===== src/hdl/fault_defs.vh =====
// Purpose: Constants for the converter fault supervisor.
// Assumes: 250 MHz ref_clk, 4 ns period.
// Notes:   Times are kept in their own units; the sample, blanking and overvoltage delay counts derive from them.
`ifndef FAULT_DEFS_VH
`define FAULT_DEFS_VH
`define CLK_PERIOD_PS      4000
`define SAMPLE_TIME_PS     40000
`define SAMPLE_CYCLES      ((`SAMPLE_TIME_PS) / (`CLK_PERIOD_PS))
`define BLANK_TIME_US      2480
`define BLANK_CYCLES       ((`BLANK_TIME_US * 1000000) / (`CLK_PERIOD_PS))
`define OV_DELAY_NS        200
`define OV_DELAY_CYCLES    ((`OV_DELAY_NS * 1000) / (`CLK_PERIOD_PS))
`define PERIOD_CYCLES      9'd400
`define EIGHTH_CYCLES      9'd50
`define PULSES_PER_STEP    5'd16
`define PREBIAS_STEPS      4'd8
`define SS_TOP             16'hffff
`define ST_OFF             3'h0
`define ST_PREBIAS         3'h1
`define ST_RUN             3'h2
`define ST_HICCUP          3'h3
`define ST_OVLATCH         3'h4
`endif


===== src/hdl/converter_fault_protection_fsm.v =====
// Purpose: Per-channel fault supervision of a two-channel switching converter.
// Assumes: Comparator and pin inputs are asynchronous; one 250 MHz clock.
// Notes:   Analog regulation is outside; this block gates drives and soft-start.
//          Every comparator, enable and supply level is asynchronous to ref_clk.
//          Each one passes a two-stage synchroniser, so any reaction lags its
//          input by three to four clock edges. That is far below one switching
//          period and is accepted for every fault path here.
//          The switching period is a fixed count of ref_clk cycles. Channel 2
//          takes its pre-bias pulses half a period after channel 1.
//          Overcurrent is sampled only in the first cycles of the set pulse,
//          while the low side conducts, both in pre-bias and in run. A short
//          that is present during a restart therefore trips hiccup again at
//          once, without waiting for the full pre-bias sequence.
//          The overvoltage latch survives a thermal stop. Only a channel
//          enable or supply cycle releases it.
//          Open-loop recovery looks at each channel's own 0.75 comparator.
//          The output-ok flag has no start-up delay of its own.
`timescale 1ns/100ps
`include "fault_defs.vh"

module converter_fault_protection_fsm #(
  parameter [31:0] BLANK_CYCLES = `BLANK_CYCLES
) (
  // Clock and reset.
  input  wire       ref_clk,
  input  wire       nrst,
  // Supply and channel enables (asynchronous levels).
  input  wire       supply_valid,
  input  wire [1:0] enable,
  // Comparators per channel, bit 0 channel 1, then the shared thermal comparator (asynchronous levels).
  input  wire [1:0] overcurrent_cmp,
  input  wire [1:0] sense_above_ov,
  input  wire [1:0] sense_above_ov_low,
  input  wire [1:0] sense_above_085,
  input  wire [1:0] sense_above_080,
  input  wire [1:0] feedback_input_above_070,
  input  wire [1:0] feedback_input_above_075,
  input  wire       over_temp,
  // Tracking input near the internal reference; floats high.
  input  wire       track_near_ref,
  // Outputs per channel, then the shared thermal and channel 2 reference outputs.
  output reg  [1:0] high_side_drive,
  output reg  [1:0] low_side_drive,
  output reg  [1:0] soft_start_reset,
  output reg  [1:0] output_ok_flag,
  output reg  [1:0] overcurrent_flag,
  output reg  [1:0] overvoltage_flag,
  output reg  [1:0] open_loop_guard,
  output reg        thermal_shutdown,
  output reg        ch2_use_internal_ref
);

////////////////////////////////////////////////////////////////////////////////
// Input synchronisers. The first stage feeds only the second stage.
// Nineteen levels are synchronised: three shared, eight per-channel pairs.
localparam NSYNC = 19;
wire [NSYNC-1:0] raw_in = {track_near_ref, over_temp, supply_valid, enable,
                           overcurrent_cmp, sense_above_ov, sense_above_ov_low,
                           sense_above_085, sense_above_080,
                           feedback_input_above_070, feedback_input_above_075};
reg  [NSYNC-1:0] sync1;
reg  [NSYNC-1:0] sync2;

always @(posedge ref_clk) begin
  if (!nrst) begin
    sync1 <= {NSYNC{1'b0}};
    sync2 <= {NSYNC{1'b0}};
  end else begin
    sync1 <= raw_in;
    sync2 <= sync1;
  end
end

// Field positions follow the concatenation order of raw_in above.
// Nothing below reads sync1, so a metastable first stage cannot leak out.
wire       s_track = sync2[18];
wire       s_temp  = sync2[17];
wire       s_vld   = sync2[16];
wire [1:0] s_en    = sync2[15:14];
wire [1:0] s_oc    = sync2[13:12];
wire [1:0] s_ov    = sync2[11:10];
wire [1:0] s_ovl   = sync2[9:8];
wire [1:0] s_085   = sync2[7:6];
wire [1:0] s_080   = sync2[5:4];
wire [1:0] s_070   = sync2[3:2];
wire [1:0] s_075   = sync2[1:0];

////////////////////////////////////////////////////////////////////////////////
// Shared thermal state and channel 2 reference handover.
// Thermal hysteresis lives in the comparator, so the registered level is
// both the trip and the automatic restart condition.
always @(posedge ref_clk) begin
  if (!nrst) begin
    thermal_shutdown     <= 1'b0;
    ch2_use_internal_ref <= 1'b0;
  end else begin
    thermal_shutdown <= s_temp;
    // Floating tracking input reads high and so selects the internal reference.
    ch2_use_internal_ref <= s_track;
  end
end

////////////////////////////////////////////////////////////////////////////////
// Per-channel supervision. Channel 2 takes its pre-bias pulses half a period out of phase.
// Each channel owns its overcurrent, overvoltage and open-loop state; only
// the thermal level and the supply level are common to both.
genvar ch;
generate
  for (ch = 0; ch < 2; ch = ch + 1) begin : chan
    wire [8:0] phase_ofs = (ch == 0) ? 9'd0 : 9'd200;
    reg  [8:0]  period_cnt;
    reg  [2:0]  state;
    reg  [31:0] blank_cnt;
    reg  [7:0]  ov_cnt;
    reg  [4:0]  pulse_cnt;
    reg  [3:0]  step;
    reg         armed;
    reg         ol_trip;
    reg         ov_low_hold;
    reg         en_q;
    reg         vld_q;
    reg         ss_done;
    // Position inside this channel's own period; ten bits keep the sum whole.
    wire [9:0]  phased = ({1'b0, period_cnt} + {1'b0, phase_ofs}) % {1'b0, `PERIOD_CYCLES};
    wire        in_set = (period_cnt < `EIGHTH_CYCLES);
    wire        in_sample = (period_cnt < `SAMPLE_CYCLES);
    wire [8:0]  ls_width = `EIGHTH_CYCLES * {5'd0, step};
    wire        run_ok = s_en[ch] && s_vld && !thermal_shutdown;
    wire        cycled = (s_en[ch] && !en_q) || (s_vld && !vld_q);

    always @(posedge ref_clk) begin
      if (!nrst) begin
        period_cnt       <= 9'd0;
        state            <= `ST_OFF;
        blank_cnt        <= 32'd0;
        ov_cnt           <= 8'd0;
        pulse_cnt        <= 5'd0;
        step             <= 4'd1;
        armed            <= 1'b0;
        ol_trip          <= 1'b0;
        ov_low_hold      <= 1'b0;
        en_q             <= 1'b0;
        vld_q            <= 1'b0;
        ss_done          <= 1'b0;
        high_side_drive[ch]  <= 1'b0;
        low_side_drive[ch]   <= 1'b0;
        soft_start_reset[ch] <= 1'b1;
        output_ok_flag[ch]   <= 1'b0;
        overcurrent_flag[ch] <= 1'b0;
        overvoltage_flag[ch] <= 1'b0;
        open_loop_guard[ch]  <= 1'b0;
      end else begin
        en_q  <= s_en[ch];
        vld_q <= s_vld;
        period_cnt <= (period_cnt == `PERIOD_CYCLES - 9'd1) ? 9'd0 : period_cnt + 9'd1;
        // Open-loop guard: hysteretic arming and non-latching trip.
        if (s_085[ch])
          armed <= 1'b1;
        else if (!s_080[ch])
          armed <= 1'b0;
        if (armed && !s_070[ch])
          ol_trip <= 1'b1;
        else if (s_075[ch])
          ol_trip <= 1'b0;
        // Trip takes priority, so a feedback level between the two
        // thresholds keeps the channel stopped rather than chattering.
        open_loop_guard[ch] <= ol_trip;
        // Overvoltage delay runs from entry into the latch until the flag rises.
        if (state == `ST_OVLATCH && !overvoltage_flag[ch])
          ov_cnt <= (ov_cnt == 8'hff) ? ov_cnt : ov_cnt + 8'd1;
        else
          ov_cnt <= 8'd0;
        // State actions. Later assignments in one branch win over earlier ones.
        case (state)
          `ST_OFF: begin
            high_side_drive[ch]  <= 1'b0;
            low_side_drive[ch]   <= 1'b0;
            soft_start_reset[ch] <= 1'b1;
            output_ok_flag[ch]   <= 1'b0;
            overvoltage_flag[ch] <= 1'b0;
            if (run_ok) begin
              state     <= `ST_PREBIAS;
              step      <= 4'd1;
              pulse_cnt <= 5'd0;
            end
          end
          `ST_PREBIAS: begin
            // Low side pulse grows by one eighth every 16 periods.
            high_side_drive[ch] <= 1'b0;
            low_side_drive[ch]  <= phased < {1'b0, ls_width};
            if (period_cnt == `PERIOD_CYCLES - 9'd1) begin
              pulse_cnt <= pulse_cnt + 5'd1;
              if (pulse_cnt == `PULSES_PER_STEP - 5'd1) begin
                pulse_cnt <= 5'd0;
                if (step == `PREBIAS_STEPS) begin
                  state <= `ST_RUN;
                  soft_start_reset[ch] <= 1'b0;
                end else
                  step <= step + 4'd1;
              end
            end
            // A short during restart is caught in the valley sample window of
            // the pre-bias pulse, so hiccup repeats without any limit.
            if (low_side_drive[ch] && s_oc[ch] && phased < `SAMPLE_CYCLES) begin
              state                <= `ST_HICCUP;
              overcurrent_flag[ch] <= 1'b1;
              low_side_drive[ch]   <= 1'b0;
              output_ok_flag[ch]   <= 1'b0;
              soft_start_reset[ch] <= 1'b1;
              blank_cnt            <= 32'd0;
            end
          end
          `ST_RUN: begin
            // Set pulse is the first eighth; high side starts when it falls.
            high_side_drive[ch] <= !in_set && !ol_trip;
            low_side_drive[ch]  <= in_set && !ol_trip;
            output_ok_flag[ch]  <= !ol_trip && s_080[ch];
            if (in_set && in_sample && low_side_drive[ch] && s_oc[ch]) begin
              state <= `ST_HICCUP;
              overcurrent_flag[ch] <= 1'b1;
              high_side_drive[ch]  <= 1'b0;
              low_side_drive[ch]   <= 1'b0;
              output_ok_flag[ch]   <= 1'b0;
              soft_start_reset[ch] <= 1'b1;
              blank_cnt <= 32'd0;
            end
            if (s_ov[ch]) begin
              high_side_drive[ch] <= 1'b0;
              low_side_drive[ch]  <= 1'b1;
              output_ok_flag[ch]  <= 1'b0;
              state       <= `ST_OVLATCH;
              ov_low_hold <= 1'b1;
            end
          end
          `ST_HICCUP: begin
            high_side_drive[ch] <= 1'b0;
            low_side_drive[ch]  <= 1'b0;
            blank_cnt <= blank_cnt + 32'd1;
            if (blank_cnt >= BLANK_CYCLES - 32'd1) begin
              overcurrent_flag[ch] <= 1'b0;
              state     <= `ST_PREBIAS;
              step      <= 4'd1;
              pulse_cnt <= 5'd0;
            end
          end
          `ST_OVLATCH: begin
            high_side_drive[ch] <= 1'b0;
            output_ok_flag[ch]  <= 1'b0;
            if ({24'd0, ov_cnt} >= `OV_DELAY_CYCLES - 1)
              overvoltage_flag[ch] <= 1'b1;
            if (!s_ovl[ch])
              ov_low_hold <= 1'b0;
            low_side_drive[ch] <= ov_low_hold && s_ovl[ch];
            if (cycled)
              state <= `ST_OFF;
          end
          default: state <= `ST_OFF;
        endcase
        // Own enable, shared supply and shared thermal override everything.
        // Drives always go off; a thermal stop leaves the overvoltage latch
        // in place, so it cannot be used to sneak the high side back on.
        if (!run_ok) begin
          high_side_drive[ch]  <= 1'b0;
          low_side_drive[ch]   <= 1'b0;
          output_ok_flag[ch]   <= 1'b0;
          if (!(state == `ST_OVLATCH && s_en[ch] && s_vld)) begin
            state                <= `ST_OFF;
            soft_start_reset[ch] <= 1'b1;
            overcurrent_flag[ch] <= 1'b0;
          end
        end
      end
    end
  end
endgenerate

endmodule // converter_fault_protection_fsm


===== config.mk =====
export PLATFORM = sky130hd
export DESIGN_NAME = converter_fault_protection_fsm
export DESIGN_NICKNAME = d
export VERILOG_FILES = /design/src/hdl/converter_fault_protection_fsm.v
export VERILOG_INCLUDE_DIRS = /design/src /design/src/hdl
export SDC_FILE = /design/constraint.sdc
export NUM_CORES = 1
export LEC_CHECK = 0
export BUFFER_PORTS_ARGS = -buffer_cell sky130_fd_sc_hd__buf_2
export CORE_MARGIN = 5
export CORE_UTILIZATION = 55
export CTS_CLUSTER_SIZE = 10
export DETAILED_ROUTE_END_ITERATION = 12
export PLACE_DENSITY = 0.72
export RECOVER_POWER = 25
export SLEW_MARGIN = 10
export SYNTH_ARGS = -nofsm -noshare
export SYNTH_HDL_FRONTEND = slang
export SYNTH_SLANG_ARGS = --single-unit

===== constraint.sdc =====
create_clock -name ref_clk -period 9.6 [get_ports ref_clk]
set_input_delay 1.92 -clock ref_clk [delete_from_list [all_inputs] [get_ports ref_clk]]
set_output_delay 1.92 -clock ref_clk [all_outputs]
set_load 0.01 [all_outputs]

# ---- After elaboration in Yosys (flattened, before gate mapping)
# Index checks and enable logic that the tools add are counted.
dict set report word_totals {
  wordCells 314
  ff_bits 185
}
dict set report classes {
  bitwise 1
  n_eq_ne 38
  n_reduce_logical 89
  muxes 120
  addsub 11
  n_mul 2
  div_mod_pow 2
  magnitude_cmp 12
}
# operator count
set op_table {}
lappend op_table {{32-bit case mux with 3 select lines} 2}
lappend op_table {{32-bit two-way mux} 4}
lappend op_table {{3-bit two-way mux} 22}
lappend op_table {{32-bit by 1-bit adder with 32-bit output, second input constant} 2}
lappend op_table {{32-bit >= comparator, second input constant} 2}
lappend op_table {{1-bit two-way mux} 54}
lappend op_table {{4-bit two-way mux} 10}
lappend op_table {{5-bit two-way mux} 8}
lappend op_table {{2-bit != test, second input constant} 19}
lappend op_table {{1-bit logical AND} 33}
lappend op_table {{3-bit case mux with 5 select lines} 2}
lappend op_table {{5-bit case mux with 3 select lines} 2}
lappend op_table {{4-bit case mux with 3 select lines} 2}
lappend op_table {{10-bit by 4-bit less-than comparator with 1-bit output, second input constant} 2}
lappend op_table {{10-bit by 9-bit less-than comparator with 1-bit output} 2}
lappend op_table {{9-bit by 1-bit adder with 9-bit output, second input constant} 2}
lappend op_table {{9-bit == test, second input constant} 2}
lappend op_table {{9-bit by 4-bit less-than comparator with 1-bit output, second input constant} 2}
lappend op_table {{9-bit by 6-bit less-than comparator with 1-bit output, second input constant} 2}
lappend op_table {{1-bit case mux with 3 select lines} 6}
lappend op_table {{3-bit nonzero test} 6}
lappend op_table {{8-bit by 1-bit adder with 8-bit output, second input constant} 2}
lappend op_table {{8-bit == test, second input constant} 2}
lappend op_table {{8-bit by 6-bit >= comparator with 1-bit output, second input constant} 2}
lappend op_table {{other kinds (26)} 83}

# ---- Depth between registers and ports, before layout
# Gate-level depths: netlist of the first run.
dict set report depth {
  depth_word 9
  mapped_depth 17
  ltp_nobuf 14
}

# ---- Worst setup path after synthesis of the first run
# OpenSTA, ideal clock, no wires.
dict set report synth_timing {
  path_kind {register to register}
  startpoint {reg chan[1].period_cnt[3]}
  endpoint {reg low_side_drive[1]}
  path_buffers 3
  slack_ps 6580
  synth_period_minus_slack_ps 3020
  stages_incl_launch_ff 18
  setup_time_ps 74
  arrival_ps 2946
  t_required_ps 9526
  path_cell_list {dfxtp_1 buf_4 inv_1 ha_1 clkbuf_1 clkbuf_1 and3_1 o22ai_1 a32oi_1 nor2_1 a21oi_1 ha_1 nand2_1 a211oi_1 a211oi_1 o22ai_1 a21o_1 a31oi_1}
}
dict set report synth_via {
  elab_chain_cells 7
  elab_cells_between_ends 15
  classes_between {add/sub: 1; div: 1; order compare: 4; mux: 4; reduce/logical: 5}
}
# element line_no
set synth_rtl {}
lappend synth_rtl {{from (decl)} converter_fault_protection_fsm.v:111} ;# reg [8:0] period_cnt;
lappend synth_rtl {{from (signal assigned)} converter_fault_protection_fsm.v:155} ;# period_cnt <= (period_cnt == `PERIOD_CYCLES - 9'd1) ? 9'd0 : period_cnt + 9'd1;
lappend synth_rtl {{branches (longest 6 deep; another with 9-bit by 8-bit adder with 10-bit output)} --}
lappend synth_rtl {{1-bit case mux with 4 select lines *} converter_fault_protection_fsm.v:174} ;# case (state)
lappend synth_rtl {{to (signal, indexed assignment)} converter_fault_protection_fsm.v:190} ;# low_side_drive[ch] <= phased < {1'b0, ls_width};
lappend synth_rtl {{to (signal, indexed assignment)} converter_fault_protection_fsm.v:216} ;# low_side_drive[ch] <= in_set && !ol_trip;
lappend synth_rtl {{to (signal, indexed assignment)} converter_fault_protection_fsm.v:253} ;# low_side_drive[ch] <= ov_low_hold && s_ovl[ch];
lappend synth_rtl {{to (decl)} converter_fault_protection_fsm.v:43} ;# output reg [1:0] low_side_drive,
# Mark *: on every way between the ends.
# A chain may end at the register's enable or synchronous reset.

# ---- Final worst setup path of the first run
dict set report layout_timing {
  startpoint {in nrst}
  endpoint {reg chan[0].ov_cnt[6]}
}
dict set report layout_via {
  elab_chain_cells 1
}
# element line_no
set layout_rtl {}
lappend layout_rtl {{from (decl)} converter_fault_protection_fsm.v:26} ;# input wire nrst,
lappend layout_rtl {{2-bit AND reduction (no source line)} --}
lappend layout_rtl {{to (signal assigned)} converter_fault_protection_fsm.v:170} ;# ov_cnt <= (ov_cnt == 8'hff) ? ov_cnt : ov_cnt + 8'd1;
lappend layout_rtl {{to (decl)} converter_fault_protection_fsm.v:114} ;# reg [7:0] ov_cnt;
# Every way passes these cells.

==> results.py, run 1 <==
metrics = {
    "outcome": {
        "result_of_the_run": "complete, but fails checks",
        "violations": "max-capacitance violations, max-slew violations",
    },
    "synthesis": {
        "async_reset_ff_share_pct": 0,
        "synth_cells": 1169,
        "ys_ff_latch": 185,
        "synth_area_per_cell_sq_um": 8.32,
        "synthFlopType": "dfxtp_1",
        "postSynthNetCount": 1242,
        "ys_warn_count": 0,
        "post_synth_instance_area_sq_um": 9730,
        "synth_edf_count": 0,
        "post_synth_num_cell_types": 83,
        "synth.largest_area_cell": "dfxtp_1",
        "synth_sequential_area_ratio_pct": 38.1,
        "yosys_top_cell_area_share_pct": 38.1,
        "post_synth_main_area_contributors": "dfxtp_1 (38%), ha_1 (6.4%), nor2_1 (5.9%)",
    },
    "power_and_ir_drop": {
        "cell_internal_power_mw": 1.23,
        "p_leak_nw": 3.81,
        "part_of_the_power_in_combinational_logic_pct": 2.0,
        "switching_power_mw": 0.340,
        "ir_worst_vdd_mv": 0.180,
        "power_frac_seq_pct": 50.1,
        "switching_share_pct": 21.7,
        "total_power_mw": 1.57,
        "clock_power_share_pct": 47.8,
        "power.density_cell_area_nw_per_um2": 147,
    },
    "routing": {
        "route.final.wire_length_mm": 20.1,
        "router_iterations_before_antenna_repair": 5,
        "drt_iter0_markers": 470,
        "avgViaCountPerCell": 5.69,
        "highest_layer": "met4",
        "met3RoutedLength_microns": 959,
        "detail_route.wirelength.met1_mm": 9.78,
        "drc_errors": 0,
        "routed-wl-met2_mm": 9.06,
        "antenna_violating_nets_post_route": 0,
        "vias": 8034,
        "route.detailed.wl_per_inst_microns": 14.2,
    },
    "timing": {
        "achievable-frequency_mhz": 206,
        "setup_total_negative_slack_ps": 0,
        "clock_skew_ps": 11.1,
        "hold_viol_final": 0,
        "worst_slew_pin_slew_ps": 2900,
        "rsz_0062_raised_after_global_routing": "false",
        "slew_hr_pct": -93.6,
        "finalWorstPathRequiredPeriod_ps": 4860,
        "setup-violations-final": 0,
        "fin_crit_sh_pct": 50.7,
        "timing.final.max_slew_violations": 83,
        "hold_slack_ps": 429,
    },
    "worst_setup_path": {
        "setup.worst_path.class": "input pin to register",
        "crit_buf_inv": 2,
        "r2r_start": "chan[1].period_cnt[3]",
        "worst_path_max_delay_cell": "clkbuf_1",
        "rrSetupSlack_ps": 5630,
        "worst_ep_required_time_ps": 9940,
        "reg2regPathDepth": 9,
        "worstPathCellList": "buf_2 > clkbuf_1 > nand4b_1 > nor3_1",
        "setup.worst_path.end_class": "register",
        "worstPathArrival_ps": 5210,
        "critical_path.top_delay_family": "buffers and inverters",
        "max_stage_delay_ps": 2030,
        "crit_path_max_fanout": 82,
        "rr_endpoint": "chan[1].blank_cnt[12]",
        "timing.critical_path.from_type": "input pin",
    },
    "cts": {
        "cts-root-buf": "clkbuf_16",
        "cts.repair_timing.setup_buffer_count": 0,
        "tritoncts": "yes",
        "htree_num_levels": 4,
        "cts-hold-fix-buffers": 0,
        "cts.clk_slew.worst_paths_ps": 70,
        "clock_latency_ps": 440,
        "numCtsBuffers": 17,
        "cts_resized": 0,
        "cts_sinks": 185,
        "clockBufferDepth": 2,
    },
    "grt": {
        "grt_start_max_net_pins": 83,
        "via_count_of_the_first_global_routing_pass": 7297,
        "antenna_found_initial": 0,
        "remaining_global_route_overflow": 0,
        "globalRouteTotalUtil_pct": 20.3,
        "grt_pass1_wl_mm": 34.5,
    },
    "floorplan": {
        "core_region_area_sq_um": 17300,
        "core.rowCount": 48,
        "design.portCount": 37,
        "initial_core_util_pct": 56.2,
        "chip_height_microns": 143,
        "die_w_microns": 143,
        "design.die.area_sq_um": 20400,
    },
    "finish": {
        "post-route-util_pct": 61.4,
        "multi_input_area_sq_um": 5570,
        "num_antenna_cells": 0,
        "num-nets-final": 1247,
        "final-seq-area_sq_um": 3700,
        "post_layout_nonfiller_instances": 1412,
        "final_layout_size_suffix_gt1_share_pct": 8.85,
        "syn_to_final_growth_pct": 9.14,
        "total_of_fill_cells_in_the_finished_design": 1527,
    },
    "place": {
        "placed_cells_incl_taps": 1380,
        "gp_routability_congestion": 0.891,
        "post-dp-hpwl_mm": 13.8,
        "port_buffers": 36,
    },
    "worst_hold_path": {
        "worst_hold_path.endpoint": "sync2[1]",
        "hold_path.class": "register to register",
        "hold_depth": 1,
        "timing.hold.worst.start": "sync1[1]",
    },
    "job": {
        "timing.max_cap.violations": 1,
    },
}
sequential cells by signal, indices dropped and copies added (netlist names), 6 cells and up:
name	count
sync2	19
chan.step	8
chan.state	6
chan.ov_cnt	16
chan.period_cnt	18
chan.pulse_cnt	10
chan.blank_cnt	64
sync1	19
cells in the mapped netlist (5+ instances only):
cell	n
dfxtp_1	185
nor2_1	154
nand2_1	85
and2_1	57
inv_1	57
nand3_1	55
o21ai_0	54
a21oi_1	53
ha_1	50
xnor2_1	43
clkbuf_1	38
nor3_1	36
xor2_1	34
nand4_1	20
or3_1	19
a31oi_1	15
and3_1	14
nor2b_1	13
a21boi_0	10
buf_2	10
a211oi_1	9
nor4_2	9
nand2b_1	8
nor4_1	8
o22ai_1	8
o211ai_1	7
a21o_1	6
o21a_1	6
o31ai_1	6
and4_1	5
logic make-up (layout without fill, tap and decap cells):
group | after synthesis | count (layout) | share of synthesized area, %
and+or+nand+nor | 518 | 518 | 28.3
AOI/OAI and AO/OA | 223 | 223 | 14.9
DFF | 185 | 185 | 38.1
buffers and inverters | 112 | 130 | 4.76
xor gates and xnor gates | 77 | 77 | 6.93
adders and majority gates | 52 | 52 | 6.84
muxes | 2 | 2 | 0.206
cell usage in the layout (no fill, tap or decap), types with 4 or more instances in the layout:
master,netlist,routed
dfxtp_1,185,185
nor2_1,154,154
nand2_1,85,85
inv_1,57,57
nand3_1,55,55
o21ai_0,54,54
a21oi_1,53,53
ha_1,50,50
xnor2_1,43,43
nor3_1,36,36
buf_2,10,36
xor2_1,34,34
and2_1,57,31
and2_0,0,26
nand4_1,20,20
or3_1,19,19
clkbuf_16,0,17
a31oi_1,15,15
and3_1,14,14
nor2b_1,13,13
a21boi_0,10,10
a211oi_1,9,9
nor4_2,9,9
o22ai_1,8,8
nand2b_1,8,8
nor4_1,8,8
o211ai_1,7,7
a21o_1,6,6
o21a_1,6,6
o31ai_1,6,6
and4_1,5,5
nor3b_1,4,4
nand4b_1,4,4
a311o_1,4,4
buf_4,4,4
how the worst max path moves through the flow:
stage | from | endpoint | slack [ps] | cells past startpoint
after floorplan | chan[1].period_cnt[3] | low_side_drive[1] | 6580 | 17
after global placement | chan[1].period_cnt[3] | chan[1].blank_cnt[12] | 5810 | 9
after detailed placement | chan[1].period_cnt[3] | chan[1].blank_cnt[12] | 5740 | 9
after CTS | chan[1].period_cnt[3] | chan[1].blank_cnt[12] | 5700 | 9
after global routing | nrst | chan[0].ov_cnt[6] | 4190 | 4
final | nrst | chan[0].ov_cnt[6] | 4740 | 4
stage by stage:
step,setup WS [ps],instance area (sq um)
detailed placement,5740,9990
finish,4740,10600
global placement,5810,9990
global route,4190,10600
CTS,5700,10600
floorplan,6580,9730
metal layers:
metal | vias to the layer above | track usage (%)
met2 | 188 | 31.8
met5 | - | 0
met3 | 26 | 4.49
met1 | 3720 | 28.2
met4 | 0 | 6.20
li1 | 4100 | -
power by group through the flow:
| stage | Sequential (mW) | Clock (mW) | Combinational (mW) |
|---|---|---|---|
| global placement | 0.802 | 0 | 0.0318 |
| finish | 0.785 | 0.749 | 0.0320 |
| floorplan | 0.800 | 0 | 0.0234 |
| detailed placement | 0.803 | 0 | 0.0324 |
| global route | 0.786 | 0.798 | 0.0372 |
| CTS | 0.785 | 0.762 | 0.0326 |
layout make-up:
cell class	count	area share, %
Tap cell	225	2.65
Clock buffer	20	4.30
Multi-Input combinational cell	872	52.5
Sequential cell	185	34.9
Timing Repair Buffer	41	2.02
Clock inverter	12	1.69
Inverter	57	2.02
No activity file was read; power rests on OpenSTA's default activity.
==> run 2: changes to the inputs <==
--- a/config.mk
+++ b/config.mk
@@ -6,12 +6,13 @@
 export SDC_FILE = /design/constraint.sdc
 export NUM_CORES = 1
 export LEC_CHECK = 0
+export ABC_AREA = 1
 export BUFFER_PORTS_ARGS = -buffer_cell sky130_fd_sc_hd__buf_2
 export CORE_MARGIN = 5
 export CORE_UTILIZATION = 55
 export CTS_CLUSTER_SIZE = 10
 export DETAILED_ROUTE_END_ITERATION = 12
-export PLACE_DENSITY = 0.72
+export PLACE_DENSITY = 0.75
 export RECOVER_POWER = 25
 export SLEW_MARGIN = 10
 export SYNTH_ARGS = -nofsm -noshare
==> constraint.sdc (replaced) <==
create_clock -name ref_clk -period 3.9 [get_ports ref_clk]
set_input_delay 0.78 -clock ref_clk [delete_from_list [all_inputs] [get_ports ref_clk]]
set_output_delay 0.78 -clock ref_clk [all_outputs]
set_load 0.01 [all_outputs]
==> results.py, run 2 <==
metrics = {
    "timing": {
        "fin_crit_sh_pct": 77.3,
        "hold_viol_final": 0,
        "postLayoutSetupSlackWorst_ps": 885,
        "rsz_0062_raised_after_global_routing": "false",
        "achievable-frequency_mhz": 332,
        "clock_skew_ps": 12.4,
        "setup_total_negative_slack_ps": 0,
        "worst_slew_pin_slew_ps": 2150,
        "timing.final.max_slew_violations": 55,
        "slew_hr_pct": -43.3,
        "finalWorstPathRequiredPeriod_ps": 3010,
        "setup-violations-final": 0,
    },
    "worst_hold_path": {
        "hold_depth": 2,
        "timing.hold.worst.start": "sync1[16]",
        "hold_path.class": "register to register",
        "worst_hold_path.endpoint": "sync2[16]",
    },
    "worst_setup_path": {
        "setup.worst_path.class": "input pin to register",
        "r2r_start": "chan[1].period_cnt[3]",
        "timing.critical_path.from_type": "input pin",
        "rrSetupSlack_ps": 960,
        "setup.worst_path.end_class": "register",
        "worstPathArrival_ps": 3360,
        "crit_path_max_fanout": 54,
        "reg2regPathDepth": 19,
        "worst_ep_required_time_ps": 4240,
        "rr_endpoint": "low_side_drive[1]",
        "worstSetupStartpoint": "nrst",
    },
    "finish": {
        "mostFrequentLayoutCells": "nand2_1 (337), inv_1 (233), dfxtp_1 (185)",
        "most_frequent_standard_cell_in_the_layout_excluding_fill_and_tap_cells": "nand2_1",
        "largest_reg_flops": 64,
        "num-nets-final": 1660,
        "final_layout_size_suffix_gt1_share_pct": 12.4,
        "multi_input_area_sq_um": 5910,
        "final-seq-area_sq_um": 3700,
        "total_of_fill_cells_in_the_finished_design": 1791,
        "post_layout_nonfiller_instances": 1865,
        "top_regs": "chan.blank_cnt (64), sync1 (19), sync2 (19)",
        "syn_to_final_growth_pct": 9.06,
        "largest_register": "chan.blank_cnt",
        "post-route-util_pct": 60.5,
        "num_antenna_cells": 0,
    },
    "place": {
        "preCtsSetupSlack_ps": 966,
        "port_buffers": 36,
        "post-dp-hpwl_mm": 17.2,
        "gp_routability_congestion": 0.905,
        "placed_cells_incl_taps": 1833,
    },
    "cts": {
        "cts_sinks": 185,
        "cts-root-buf": "clkbuf_16",
        "clock_latency_ps": 430,
        "clockBufferDepth": 2,
        "numCtsBuffers": 17,
        "cts_resized": 0,
        "cts.repair_timing.setup_buffer_count": 0,
        "tritoncts": "yes",
        "htree_num_levels": 4,
        "cts-hold-fix-buffers": 0,
        "cts.clk_slew.worst_paths_ps": 70,
    },
    "grt": {
        "antenna_found_initial": 0,
        "grt_start_max_net_pins": 72,
        "grt_pass1_wl_mm": 40.6,
        "via_count_of_the_first_global_routing_pass": 9061,
        "globalRouteTotalUtil_pct": 21.5,
        "remaining_global_route_overflow": 0,
    },
    "synthesis": {
        "post_synth_main_area_contributors": "dfxtp_1 (35%), nand2_1 (12%), inv_1 (8.2%)",
        "synth.largest_area_cell": "dfxtp_1",
        "synth_edf_count": 0,
        "postSynthNetCount": 1632,
        "ys_ff_latch": 185,
        "post_synth_instance_area_sq_um": 10700,
        "main_combinational_cell_family_by_area_after_synthesis": "simple AND/OR/NAND/NOR gates",
        "synth-compound-area-share_pct": 12.0,
        "muxShareOfSynthArea_pct": 0,
        "synth_area_per_cell_sq_um": 6.88,
        "yosys-top-cells-count": "nand2_1 (337), inv_1 (234), dfxtp_1 (185), nor2_1 (165), nand3_1 (105)",
        "synthFlopType": "dfxtp_1",
        "yosys_top_cell_area_share_pct": 34.6,
        "synth_cells": 1559,
        "post_synth_num_cell_types": 54,
        "yosys.area_share.simple_pct": 34.8,
        "ys_warn_count": 0,
        "synth_most_common_cell": "nand2_1",
        "synthAdderAreaFrac_pct": 6.21,
        "synth_sequential_area_ratio_pct": 34.6,
        "async_reset_ff_share_pct": 0,
        "post_synth_xor_area_fraction_pct": 2.04,
    },
    "outcome": {
        "violations": "max-capacitance violations, max-slew violations",
        "result_of_the_run": "complete, but fails checks",
    },
    "routing": {
        "drc_errors": 0,
        "avgViaCountPerCell": 5.22,
        "antenna_violating_nets_post_route": 0,
        "route.final.wire_length_mm": 23.3,
        "drt_iter0_markers": 602,
        "route.detailed.wl_per_inst_microns": 12.5,
        "router_iterations_before_antenna_repair": 5,
        "vias": 9738,
    },
    "floorplan": {
        "design.die.area_sq_um": 22400,
        "design.portCount": 37,
        "core_region_area_sq_um": 19300,
        "die_w_microns": 150,
        "chip_height_microns": 150,
        "core.rowCount": 51,
        "initial_core_util_pct": 55.4,
    },
    "job": {
        "timing.max_cap.violations": 1,
    },
    "power_and_ir_drop": {
        "p_leak_nw": 4.75,
        "ir_worst_vdd_mv": 0.344,
        "total_power_mw": 3.80,
        "power.density_cell_area_nw_per_um2": 325,
    },
}
[run 2: routing by layer]
metal | GRT usage, % | wire length [microns] | vias to the layer above
li1 | - | - | 5098
met1 | 28.4 | 11000 | 4382
met2 | 36.0 | 10900 | 212
met3 | 3.27 | 893 | 46
met4 | 7.19 | 439 | 0
met5 | 0 | 0 | -
[run 2: how the worst max path moves through the flow]
stage	endpoint	depth (start not counted)
after floorplan	low_side_drive[1]	20
after global placement	low_side_drive[1]	19
after detailed placement	low_side_drive[1]	19
after CTS	low_side_drive[1]	19
after global routing	chan[1].period_cnt[2]	4
final	chan[1].period_cnt[2]	4
[run 2: layout make-up]
class	count	area share (%)
clock inverters	15	1.56
repair buffers	41	1.82
flip-flops and latches	185	31.7
inverters	245	7.88
multi-input cells	1097	50.6
well taps	265	2.84
clock buffers	17	3.64
[run 2: logic make-up after synthesis]
kind of cell               Yosys count
AOI/OAI and AO/OA                  208
xor gates and xnor gates            25
adders and majority gates           52
buffers and inverters              277
DFF                                185
and+or+nand+nor                    812
[run 2: critical path: stages]
cell and delay (ps):
clkbuf_1 110, clkbuf_1 1550, nand2_1 570, nor3b_1 330
[run 2: power by group]
group / internal (mW) / switching [mW]
clock network: 0.975 / 0.808
logic: 0.0280 / 0.0589
registers: 1.91 / 0.0130
total: 2.92 / 0.880
[run 2: metrics by stage]
step                hold slack, ps  cell area (sq um)
finish                         412              11700
global route                   430              11700
CTS                            412              11700
detailed placement             395              11100
global placement               393              11100
floorplan                      390              10700
